## src/pkg/t16_map.vh

```
// register map, field positions and fixed values of the 16-bit timer
// assumes an 8-bit i/o bus with a 6-bit address from the processor core
`ifndef T16_MAP_VH
`define T16_MAP_VH

// ------------------------------------------------------------
// i/o locations
// ------------------------------------------------------------
`define T16_ADR_CTRL_A     6'h00
`define T16_ADR_CTRL_B     6'h01
`define T16_ADR_CNT_LO     6'h02
`define T16_ADR_CNT_HI     6'h03
`define T16_ADR_CAP_LO     6'h04
`define T16_ADR_CAP_HI     6'h05
`define T16_ADR_IRQ_MASK   6'h06
`define T16_ADR_IRQ_FLAG   6'h07
`define T16_ADR_CMP_CTRL   6'h08

// ------------------------------------------------------------
// fields
// ------------------------------------------------------------
`define T16_A_WGM_LO       1:0
`define T16_B_CS           2:0
`define T16_B_WGM_HI       4:3
`define T16_B_EDGE         6
`define T16_B_FILTER       7
`define T16_CMP_CAPSEL     2
`define T16_BIT_CAPTURE    5
`define T16_BIT_OVERFLOW   7

// ------------------------------------------------------------
// clock select codes and prescaler taps
// ------------------------------------------------------------
`define T16_CS_STOP        3'h0
`define T16_CS_DIV1        3'h1
`define T16_CS_DIV8        3'h2
`define T16_CS_DIV64       3'h3
`define T16_CS_DIV256      3'h4
`define T16_CS_DIV1024     3'h5
`define T16_CS_EXT_FALL    3'h6
`define T16_CS_EXT_RISE    3'h7
`define T16_PS_WIDTH       10
`define T16_PS_DIV8        10'h007
`define T16_PS_DIV64       10'h03F
`define T16_PS_DIV256      10'h0FF
`define T16_PS_DIV1024     10'h3FF

// ------------------------------------------------------------
// counting values
// ------------------------------------------------------------
`define T16_BOTTOM         16'h0000
`define T16_MAX            16'hFFFF
`define T16_TOP_8BIT       16'h00FF
`define T16_TOP_9BIT       16'h01FF
`define T16_TOP_10BIT      16'h03FF
`define T16_ONE            16'h0001
`define T16_RESET_BYTE     8'h00
`define T16_FILTER_LEN     4

`endif

```

## src/design/t16_filter.v

```verilog
// noise filter in front of the capture edge detector
// assumes its input is already synchronised to sys_clk
`timescale 1ns/10ps
module t16_filter #(
  parameter LEN = 4
) (
  input  wire sys_clk,
  input  wire rstn,
  input  wire enable,
  input  wire sample,
  output reg  level
);

  reg [LEN-1:0] history;

  // ------------------------------------------------------------
  // sample history and output
  // ------------------------------------------------------------
  // runs on the undivided clock so the prescaler never stretches it
  always @(posedge sys_clk or negedge rstn) begin
    if (!rstn) begin
      history <= {LEN{1'b0}};
      level   <= 1'b0;
    end else begin
      history <= {history[LEN-2:0], sample};
      if (!enable) begin
        level <= sample;
      end else if (&history) begin
        level <= 1'b1;
      end else if (~|history) begin
        level <= 1'b0;
      end
    end
  end

endmodule // t16_filter

```

## src/design/t16_timer.v

```verilog
// 16-bit timer/counter with input capture and shared high-byte register
// assumes a processor core on an 8-bit i/o bus, one access per cycle
//
// What this block does
// - three-bit clock select in control b picks internal or external tick
// - each tick counts up or down by one, or clears, per mode
// - bottom flags counter at zero, top flags end of count sequence
// - low byte access moves upper byte via holding register; upper reaches holder
// - clock select zero stops counting; processor access still works
// - processor counter write beats a same-cycle clear or count
// - four-bit waveform mode, split over control a and b, sets sequence
// - overflow flag set where the mode says, may request an interrupt
// - selected edge on the trigger copies the counter into capture value
// - capture flag set with the copy; interrupt when enable bit is one
// - capture flag clears on interrupt service or writing one to it
// - capture low read loads holder; later upper read returns holder
// - capture value writable only in modes using it as top
// - comparator capture select picks comparator output as trigger
// - filter and edge detector keep running but capture is blocked when capture value defines top
// - filter output changes only after four equal new samples
// - filter enabled in control b, runs on system clock, adds four cycles
// - every new capture overwrites the capture value
// - driving the capture pin from port logic can trigger a capture
// - one holding register serves every 16-bit register here
// - counter reaches maximum at 0xFFFF whatever the mode top
`timescale 1ns/10ps
`include "t16_map.vh"
module t16_timer (
  input  wire       sys_clk,
  input  wire       rstn,
  input  wire [5:0] io_addr,
  input  wire       io_wr,
  input  wire       io_rd,
  input  wire [7:0] io_wdata,
  output reg  [7:0] io_rdata,
  input  wire       capture_input_pin,
  input  wire       comparator_output,
  input  wire       external_count_pin,
  input  wire       capture_irq_ack,
  input  wire       overflow_irq_ack,
  output reg        capture_irq,
  output reg        overflow_irq,
  output reg        at_top,
  output reg        at_bottom
);

  reg  [7:0]  timer_control_a;
  reg  [7:0]  timer_control_b;
  reg  [7:0]  comparator_ctrl_status;
  reg  [7:0]  irq_mask;
  reg  [15:0] count_value;
  reg  [15:0] capture_value;
  reg  [7:0]  holding;
  reg         count_down;
  reg         capture_flag;
  reg         overflow_flag;
  reg  [`T16_PS_WIDTH-1:0] prescale;
  reg  [1:0]  pin_sync;
  reg  [1:0]  cmp_sync;
  reg  [1:0]  ext_sync;
  reg         ext_prev;
  reg         filt_prev;
  wire        filt_level;
  wire [3:0]  waveform_mode_field;
  wire [2:0]  clock_source_select;
  wire [15:0] top_value;
  reg         timer_tick;
  reg  [15:0] next_count;
  reg         next_down;
  reg         ovf_event;
  reg         next_capture_flag;
  reg         next_overflow_flag;
  wire        cnt_write;
  wire        cap_write;
  wire        flag_write;
  wire        capture_enabled;
  wire        edge_seen;
  wire        capture_event;

  // ------------------------------------------------------------
  // mode decoding
  // ------------------------------------------------------------
  function cap_is_top;
    input [3:0] mode;
    begin
      cap_is_top = (mode == 4'h8) || (mode == 4'hA) ||
                   (mode == 4'hC) || (mode == 4'hE);
    end
  endfunction

  function dual_slope;
    input [3:0] mode;
    begin
      dual_slope = (mode == 4'h1) || (mode == 4'h2) || (mode == 4'h3) ||
                   (mode == 4'h8) || (mode == 4'hA);
    end
  endfunction

  function [15:0] top_of;
    input [3:0]  mode;
    input [15:0] cap;
    begin
      case (mode)
        4'h1, 4'h5: top_of = `T16_TOP_8BIT;
        4'h2, 4'h6: top_of = `T16_TOP_9BIT;
        4'h3, 4'h7: top_of = `T16_TOP_10BIT;
        4'h8, 4'hA, 4'hC, 4'hE: top_of = cap;
        // compare-register tops live outside this block
        default: top_of = `T16_MAX;
      endcase
    end
  endfunction

  assign waveform_mode_field = {timer_control_b[`T16_B_WGM_HI],
                                timer_control_a[`T16_A_WGM_LO]};
  assign clock_source_select = timer_control_b[`T16_B_CS];
  assign top_value = top_of(waveform_mode_field, capture_value);

  // ------------------------------------------------------------
  // access strobes
  // ------------------------------------------------------------
  assign cnt_write  = io_wr && (io_addr == `T16_ADR_CNT_LO);
  assign cap_write  = io_wr && (io_addr == `T16_ADR_CAP_LO) &&
                      cap_is_top(waveform_mode_field);
  assign flag_write = io_wr && (io_addr == `T16_ADR_IRQ_FLAG);

  // ------------------------------------------------------------
  // synchronisers and prescaler
  // ------------------------------------------------------------
  // first stages feed only the second stages
  always @(posedge sys_clk or negedge rstn) begin
    if (!rstn) begin
      pin_sync <= 2'h0;
      cmp_sync <= 2'h0;
      ext_sync <= 2'h0;
      ext_prev <= 1'b0;
      prescale <= {`T16_PS_WIDTH{1'b0}};
    end else begin
      pin_sync <= {pin_sync[0], capture_input_pin};
      cmp_sync <= {cmp_sync[0], comparator_output};
      ext_sync <= {ext_sync[0], external_count_pin};
      ext_prev <= ext_sync[1];
      prescale <= prescale + {{(`T16_PS_WIDTH-1){1'b0}}, 1'b1};
    end
  end

  always @* begin
    case (clock_source_select)
      `T16_CS_STOP:     timer_tick = 1'b0;
      `T16_CS_DIV1:     timer_tick = 1'b1;
      `T16_CS_DIV8:     timer_tick = (prescale[2:0] == `T16_PS_DIV8);
      `T16_CS_DIV64:    timer_tick = (prescale[5:0] == `T16_PS_DIV64);
      `T16_CS_DIV256:   timer_tick = (prescale[7:0] == `T16_PS_DIV256);
      `T16_CS_DIV1024:  timer_tick = (prescale == `T16_PS_DIV1024);
      `T16_CS_EXT_FALL: timer_tick = ext_prev & ~ext_sync[1];
      `T16_CS_EXT_RISE: timer_tick = ~ext_prev & ext_sync[1];
      default:          timer_tick = 1'b0;
    endcase
  end

  // ------------------------------------------------------------
  // counter sequence
  // ------------------------------------------------------------
  always @* begin
    next_count = count_value;
    next_down  = count_down;
    ovf_event  = 1'b0;
    if (cnt_write) begin
      next_count = {holding, io_wdata};
    end else if (timer_tick) begin
      if (dual_slope(waveform_mode_field)) begin
        if (!count_down && (count_value >= top_value)) begin
          next_down  = 1'b1;
          next_count = count_value - `T16_ONE;
        end else if (count_down && (count_value == `T16_BOTTOM)) begin
          next_down  = 1'b0;
          next_count = count_value + `T16_ONE;
          ovf_event  = 1'b1;
        end else if (count_down) begin
          next_count = count_value - `T16_ONE;
        end else begin
          next_count = count_value + `T16_ONE;
        end
      end else begin
        next_down = 1'b0;
        // past a lowered top the count runs on to maximum and wraps
        if ((count_value == top_value) ||
            (count_value == `T16_MAX)) begin
          next_count = `T16_BOTTOM;
          ovf_event  = 1'b1;
        end else begin
          next_count = count_value + `T16_ONE;
        end
      end
    end
  end

  // ------------------------------------------------------------
  // capture trigger
  // ------------------------------------------------------------
  t16_filter #(
    .LEN (`T16_FILTER_LEN)
  ) u_filter (
    .sys_clk (sys_clk),
    .rstn    (rstn),
    .enable  (timer_control_b[`T16_B_FILTER]),
    .sample  (comparator_ctrl_status[`T16_CMP_CAPSEL] ?
              cmp_sync[1] : pin_sync[1]),
    .level   (filt_level)
  );

  assign capture_enabled = ~cap_is_top(waveform_mode_field);
  assign edge_seen = timer_control_b[`T16_B_EDGE] ?
                     (filt_level & ~filt_prev) :
                     (~filt_level & filt_prev);
  assign capture_event = capture_enabled & edge_seen;

  // ------------------------------------------------------------
  // flags
  // ------------------------------------------------------------
  // a new event in the clearing cycle keeps the flag set
  always @* begin
    next_capture_flag = capture_event | (capture_flag &
      ~(capture_irq_ack |
        (flag_write & io_wdata[`T16_BIT_CAPTURE])));
    next_overflow_flag = ovf_event | (overflow_flag &
      ~(overflow_irq_ack |
        (flag_write & io_wdata[`T16_BIT_OVERFLOW])));
  end

  // ------------------------------------------------------------
  // state registers
  // ------------------------------------------------------------
  always @(posedge sys_clk or negedge rstn) begin
    if (!rstn) begin
      count_value   <= `T16_BOTTOM;
      count_down    <= 1'b0;
      capture_value <= `T16_BOTTOM;
      capture_flag  <= 1'b0;
      overflow_flag <= 1'b0;
      capture_irq   <= 1'b0;
      overflow_irq  <= 1'b0;
      filt_prev     <= 1'b0;
      at_top        <= 1'b0;
      at_bottom     <= 1'b1;
    end else begin
      count_value  <= next_count;
      count_down   <= next_down;
      filt_prev    <= filt_level;
      capture_flag  <= next_capture_flag;
      overflow_flag <= next_overflow_flag;
      capture_irq  <= next_capture_flag &
                      irq_mask[`T16_BIT_CAPTURE];
      overflow_irq <= next_overflow_flag & irq_mask[`T16_BIT_OVERFLOW];
      at_top       <= (next_count == top_value);
      at_bottom    <= (next_count == `T16_BOTTOM);
      if (capture_event) begin
        capture_value <= count_value;
      end else if (cap_write) begin
        capture_value <= {holding, io_wdata};
      end
    end
  end

  // ------------------------------------------------------------
  // control registers and holding register
  // ------------------------------------------------------------
  always @(posedge sys_clk or negedge rstn) begin
    if (!rstn) begin
      timer_control_a        <= `T16_RESET_BYTE;
      timer_control_b        <= `T16_RESET_BYTE;
      comparator_ctrl_status <= `T16_RESET_BYTE;
      irq_mask               <= `T16_RESET_BYTE;
      holding                <= `T16_RESET_BYTE;
    end else begin
      if (io_wr) begin
        case (io_addr)
          `T16_ADR_CTRL_A:   timer_control_a <= io_wdata;
          `T16_ADR_CTRL_B:   timer_control_b <= io_wdata;
          `T16_ADR_CMP_CTRL: comparator_ctrl_status <= io_wdata;
          `T16_ADR_IRQ_MASK: irq_mask <= io_wdata;
          // one holder for every upper byte, so accesses overwrite it
          `T16_ADR_CNT_HI,
          `T16_ADR_CAP_HI:   holding <= io_wdata;
          default: ;
        endcase
      end else if (io_rd) begin
        case (io_addr)
          `T16_ADR_CNT_LO: holding <= count_value[15:8];
          `T16_ADR_CAP_LO: holding <= capture_value[15:8];
          default: ;
        endcase
      end
    end
  end

  // ------------------------------------------------------------
  // read data
  // ------------------------------------------------------------
  always @(posedge sys_clk or negedge rstn) begin
    if (!rstn) begin
      io_rdata <= `T16_RESET_BYTE;
    end else if (io_rd) begin
      case (io_addr)
        `T16_ADR_CTRL_A:   io_rdata <= timer_control_a;
        `T16_ADR_CTRL_B:   io_rdata <= timer_control_b;
        `T16_ADR_CNT_LO:   io_rdata <= count_value[7:0];
        `T16_ADR_CNT_HI,
        `T16_ADR_CAP_HI:   io_rdata <= holding;
        `T16_ADR_CAP_LO:   io_rdata <= capture_value[7:0];
        `T16_ADR_IRQ_MASK: io_rdata <= irq_mask;
        `T16_ADR_IRQ_FLAG: io_rdata <= {overflow_flag, 1'b0, capture_flag,
                                        5'h00};
        `T16_ADR_CMP_CTRL: io_rdata <= comparator_ctrl_status;
        default:           io_rdata <= `T16_RESET_BYTE;
      endcase
    end
  end

endmodule // t16_timer

```

## config.mk

```make
export PLATFORM = sky130hd
export DESIGN_NAME = t16_timer
export DESIGN_NICKNAME = d
export VERILOG_FILES = /design/src/design/t16_filter.v /design/src/design/t16_timer.v
export VERILOG_INCLUDE_DIRS = /design/src /design/src/pkg
export SDC_FILE = /design/constraint.sdc
export NUM_CORES = 1
export LEC_CHECK = 0
export BUFFER_PORTS_ARGS = -buffer_cell sky130_fd_sc_hd__buf_2
export CORE_ASPECT_RATIO = 0.75
export CORE_MARGIN = 2
export CORE_UTILIZATION = 46
export CTS_BUF_LIST = sky130_fd_sc_hd__clkbuf_2
export DETAILED_ROUTE_END_ITERATION = 12
export PLACE_DENSITY = 0.75
export RECOVER_POWER = 50
export SYNTH_ARGS = -nofsm -noshare
export SYNTH_HDL_FRONTEND = slang
export SYNTH_SLANG_ARGS = --single-unit
```

## constraint.sdc

```tcl
create_clock -name sys_clk -period 11.3 [get_ports sys_clk]
set_input_delay 2.26 -clock sys_clk [delete_from_list [all_inputs] [get_ports sys_clk]]
set_output_delay 2.26 -clock sys_clk [all_outputs]
set_load 0.02 [all_outputs]
```

### Word-level counts from Yosys, hierarchy flattened

Index checks and enable logic that the tools add are counted.
W data, S select, Z words.

| word-level totals | value |
|---|---|
| bits in registers | 110 |
| memories | 0 |
| ROM bits | 0 |
| bits in latches | 0 |
| bits of input ports | 23 |
| word-level logic and storage cells | 150 |
| RAM bits | 0 |

| operators by class | value |
|---|---|
| multiply operators | 0 |
| add/subtract/negate cells | 3 |
| $lt $le $gt $ge | 1 |
| shifts and indexed selects | 0 |
| eq/ne operators | 35 |
| div/mod/pow operators | 0 |
| reduce and logical (&&, ||, !) cells | 35 |
| multiplexer cells | 30 |
| bitwise gates (word level) | 23 |

Operators by type and width:

| operator | number |
|---|---|
| $mux W16 | 9 |
| $pmux W16 S4 | 1 |
| $pmux W8 S8 | 1 |
| $eq A16 B16 Y1 | 2 |
| $logic_not A16 Y1 | 2 |
| $eq A6 B3 Y1 const B | 4 |
| $mux W8 | 3 |
| $add A16 B1 Y16 const B | 1 |
| $eq A16 B16 Y1 const B | 1 |
| $eq A4 B4 Y1 const B | 4 |
| $ge A16 B16 Y1 | 1 |
| $pmux W8 S2 | 1 |
| $sub A16 B1 Y16 const B | 1 |
| $eq A3 B3 Y1 const B | 5 |
| $mux W1 | 14 |
| $eq A4 B3 Y1 const B | 3 |
| $eq A6 B2 Y1 const B | 2 |
| $and A1 B1 Y1 | 11 |
| $add A10 B1 Y10 const B | 1 |
| $eq A10 B10 Y1 const B | 1 |
| $eq A4 B2 Y1 const B | 2 |
| $eq A8 B8 Y1 const B | 1 |
| $logic_or A1 B1 Y1 | 8 |
| $not A1 Y1 | 8 |
| other kinds (22) | 40 |

### Logic depth before layout (Yosys ltp)

| depth | value |
|---|---|
| word-level depth | 11 |
| gate-level depth with buffers | 20 |

### Hierarchy

From an unflattened synthesis, not the netlist that was laid out.

| second synthesis, totals | value |
|---|---|
| cell total of the unflattened synthesis | 801 |
| area, all modules | 7,304.5 sq um |

By module, submodules not included:

| module | cells an instance | seq. area each (sq um) | area each (sq um) | instances |
|---|---|---|---|---|
| t16_timer | 791 | 2,628.8 | 7,149.4 | 1 |
| t16_filter | 10 | 125.1 | 155.1 | 1 |

### Worst setup path before layout

No wires, ideal clock.

| path | value |
|---|---|
| kind | in2reg |
| start point | input io_addr[0] |
| end point | register capture_value[10] |
| arrival | 4.389 ns |
| setup slack | 6.774 ns |
| stages | 9 |
| required time | 11.163 ns |
| path through | nor3_1 > nand2b_1 > nor3b_1 > buf_1 > and4b_1 > clkbuf_1 > buf_2 > mux2i_1 > a21oi_1 |

| on the way | value |
|---|---|
| cells in the longest elaborated chain, start to end | 4 |

RTL lines:

| element | line | RTL |
|---|---|---|
| start, declared | t16_timer.v:31 | `input wire [5:0] io_addr,` |
| $eq A6 B3 Y1 | n/a |  |
| $logic_and A1 B1 Y1 (2 in series) | t16_timer.v:123 | `` assign cap_write = io_wr && (io_addr == `T16_ADR_CAP_LO) && `` |
| $reduce_bool A2 Y1 (no line) | n/a |  |
| end signal, assigned | t16_timer.v:238 | `` capture_value <= `T16_BOTTOM; `` |
| end signal, assigned | t16_timer.v:258 | `capture_value <= count_value;` |
| end signal, assigned | t16_timer.v:260 | `capture_value <= {holding, io_wdata};` |
| end, declared | t16_timer.v:52 | `reg [15:0] capture_value;` |

Every way passes these cells.
A chain may end at the register's enable or synchronous reset.

==> metrics.txt <==
detailed-route via count between 6000 and 7000; r2r startpoint timer_control_a[0]; sequential-to-total area share from yosys stat between 30% and 40%; transition time at the pin with the least slew margin 3694 ps; Port Buffers 34; half-perimeter wire length after detailed placement 17830 um; Post-Synth XOR/XNOR Area between 2 and 3%; leakage power of the design between 3 and 4 nW; Root Buffer clkbuf_2; destination of the worst register-to-register timing path at_bottom; type of origin of the critical path input pin; growth of design area from synthesis to finish 6.133%; VDD IR-drop max 0.00008286 V; unrepaired setup endpoints after global routing false; Post-Route M1 WL between 10000 and 15000 um; ratio of cells with drive above 1 in the final layout between 15 and 20%; largest fanout on the critical path 64; most repeated cell in the gate-level netlist after synthesis dfrtp_1; TritonCTS clock tree yes; kind of cell adding the most delay to the critical path buffers and inverters; Crit path largest cell delay ~2600 ps; Via-to-Cell Ratio approximately 7; cell with the most instances on the worst path clkbuf_1; clock slew at the register clock pins of the worst setup and hold paths between 300 and 400 ps; post-CTS setup buffers 0; dominant combinational cell family by area after synthesis compound AO/OA/AOI/OAI gates; worst slew margin relative to its limit -146.2%; async set-reset flop share out of synthesis 100.0%; Slowest-stage cell, CP clkbuf_1; cell-by-cell listing of the critical path clkbuf_1 > clkbuf_1; synthesized area about 7100 sq um; type of the tightest min-delay check reg -> reg; count of endpoints failing setup in the final report 0; upper clock frequency limit around 160 MHz; Tcrit/Tclk final a little under three fifths; mux share of post-synthesis cell area between 10% and 20%; Routed WL per cell ~25 um; final antenna diode count 0; Post-Route WL 24860 um; 1st-pass router iterations 8; compound-cell area share of the yosys netlist 20.58%; cell depth of the worst setup path 2; number of top-level pins 35; vias in the first global route ~6400; final number of max-transition violations roughly 110; end-of-flow core utilization 49.80%; buffer depth of the longest clock path 2; area of the core about 15000 sq um; Filler cells between 1000 and 1500; Detailed Route Iter0 Violations between 1000 and 1500; global-route wire length before repair ~39000 um; number of core rows 39; DRC violations left 0; distinct cell type count after synthesis between 80 and 90; highest routed layer met4; ranking of synthesized cells by instance count dfrtp_1 (109), nor2_1 (61), nand2_1 (58), mux2_2 (42), a21oi_1 (37); CP Data Required Time approximately 12000 ps; failing checks max-capacitance violations, max-slew violations; commonest register cell after synthesis dfrtp_1; main area contributors after synthesis dfrtp_1 (38%), mux2_2 (6.6%), mux2i_1 (3.8%); adder and majority cell fraction of the synthesized area 3.514%; gate count after technology mapping between 700 and 800; Max Clock Skew about 53 ps; YS warnings 0; worst reg2reg path depth 12; kind of capture point of the worst setup path asynchronous set/reset pin; count of buffering cells on the critical path with inverters included 2; Post-DRT Antenna Nets 0; minimum setup slack among reg-to-reg paths a little under 6000 ps; total track usage a little under a third; # H-tree levels 3; global placer's final weighted congestion 1.071; fin nets just over 800; number of buffers added by the clock tree synthesis step 9; area of the multi-input gates 4074 sq um; post-synth top area share 38.31%; synthesized netlist net count 812; critical path capture point timer_control_b[7]; Crit Path Category in -> async; Power Density 195.5 nW/um^2; cts-stage hold buffer count 0; Num Clock Sinks between 100 and 150; met3 wirelength from detailed routing ~3800 um; EDFF count, synth 0; max-cap violations 2; number of flip-flops and latches in the synthesized netlist 110; routed length on met2 about 10000 um; simple-gate area share of the yosys netlist between 10% and 20%; Resized cells post-CTS 0; die height ~110 um; overall overflow remaining after global route 0; pin count of the biggest net entering global routing 65; crit path DAT between 6000 and 7000 ps; die width ~150 um; final total negative setup slack 0 ps; status finished, violations left; syn avg cell area between 9 and 10 sq um; cell type with the highest aggregate area in the netlist dfrtp_1; Starting Density between 40 and 50%; Final Critical Period roughly 6300 ps; FF/Latch Area approximately 2800 sq um; number of antenna violations at the first check in global routing 0; final hold violations 0; clock latency of the later-clocked register in the worst-skew pair around 730 ps; Critical path origin rstn; area of the die roughly 17000 sq um
kinds of logic after synthesis:
kind of cell               count (synthesis)
buffers and inverters                     72
adders and majority gates                 20
muxes                                     69
DFF                                      110
and+or+nand+nor                          270
xor gates and xnor gates                  21
AOI/OAI and AO/OA                        207
per-stage QoR:
stage	hold WS [ps]	setup slack [ps]	instance area, sq um	instances	power [mW]
finish	394.0	4955	7557	987	1.477
CTS	396.8	6061	7566	987	1.436
detailed placement	336.5	6128	7437	971	1.233
global placement	332.1	6104	7437	971	1.236
global route	413.2	3970	7557	987	1.540
floorplan	331.2	6774	7121	769	1.019
flip-flops by register name, indices dropped and copies added (netlist names), 4 cells and up:
register	cells
capture_value	16
comparator_ctrl_status	8
count_value	16
holding	8
io_rdata	8
irq_mask	8
prescale	10
timer_control_a	8
timer_control_b	8
u_filter.history	4
power breakdown:
part | internal, mW | switching, mW | total (mW)
clock network | 0.0411 | 0.166 | 0.207
registers | 0.471 | 0.173 | 0.645
logic | 0.228 | 0.397 | 0.625
worst min path at each step:
| stage | from | to | slack (ps) | cells past startpoint |
|---|---|---|---|---|
| 3_3_place_gp | ext_sync[0] | ext_sync[1] | 330 | 0 |
| 6_report | cmp_sync[0] | cmp_sync[1] | 390 | 0 |
| 4_1_cts | cmp_sync[0] | cmp_sync[1] | 400 | 0 |
| 3_5_place_dp | cmp_sync[0] | cmp_sync[1] | 340 | 0 |
| 5_1_grt | ext_sync[0] | ext_sync[1] | 410 | 0 |
| 2_1_floorplan | cmp_sync[0] | cmp_sync[1] | 330 | 0 |
placed cells by master (no fill, tap or decap), drive strengths merged, types with 6 or more instances in the layout:
master	synthesis	routed
nand2b	7	7
nand4	15	15
and2	9	9
mux2i	27	27
xnor2	12	12
o31ai	7	7
a22oi	13	13
mux2	42	42
ha	20	20
dfrtp	109	109
a21oi	40	40
o22ai	13	13
a31oi	16	16
clkbuf	36	12
nand2	58	58
nor4	13	13
nand3	30	30
a221oi	6	6
inv	22	26
o21ai	37	37
and3	15	15
nor3	26	26
a222oi	7	7
nor2	61	61
a211oi	10	10
buf	14	44
xor2	9	9
layout make-up:
cell class | count | area share [%]
clock inverters | 7 | 1.109
clock buffers | 9 | 0.5960
multi-input cells | 587 | 53.91
repair buffers | 47 | 3.460
inverters | 22 | 1.093
well taps | 205 | 3.394
flip-flops and latches | 110 | 36.44
per-layer routing:
layer,track usage [%],up-vias
met5,0,-
met4,8.974,0
met3,10.12,89
met2,41.83,569
met1,46.22,3297
li1,-,2931
(Power assumes the default switching activity.)
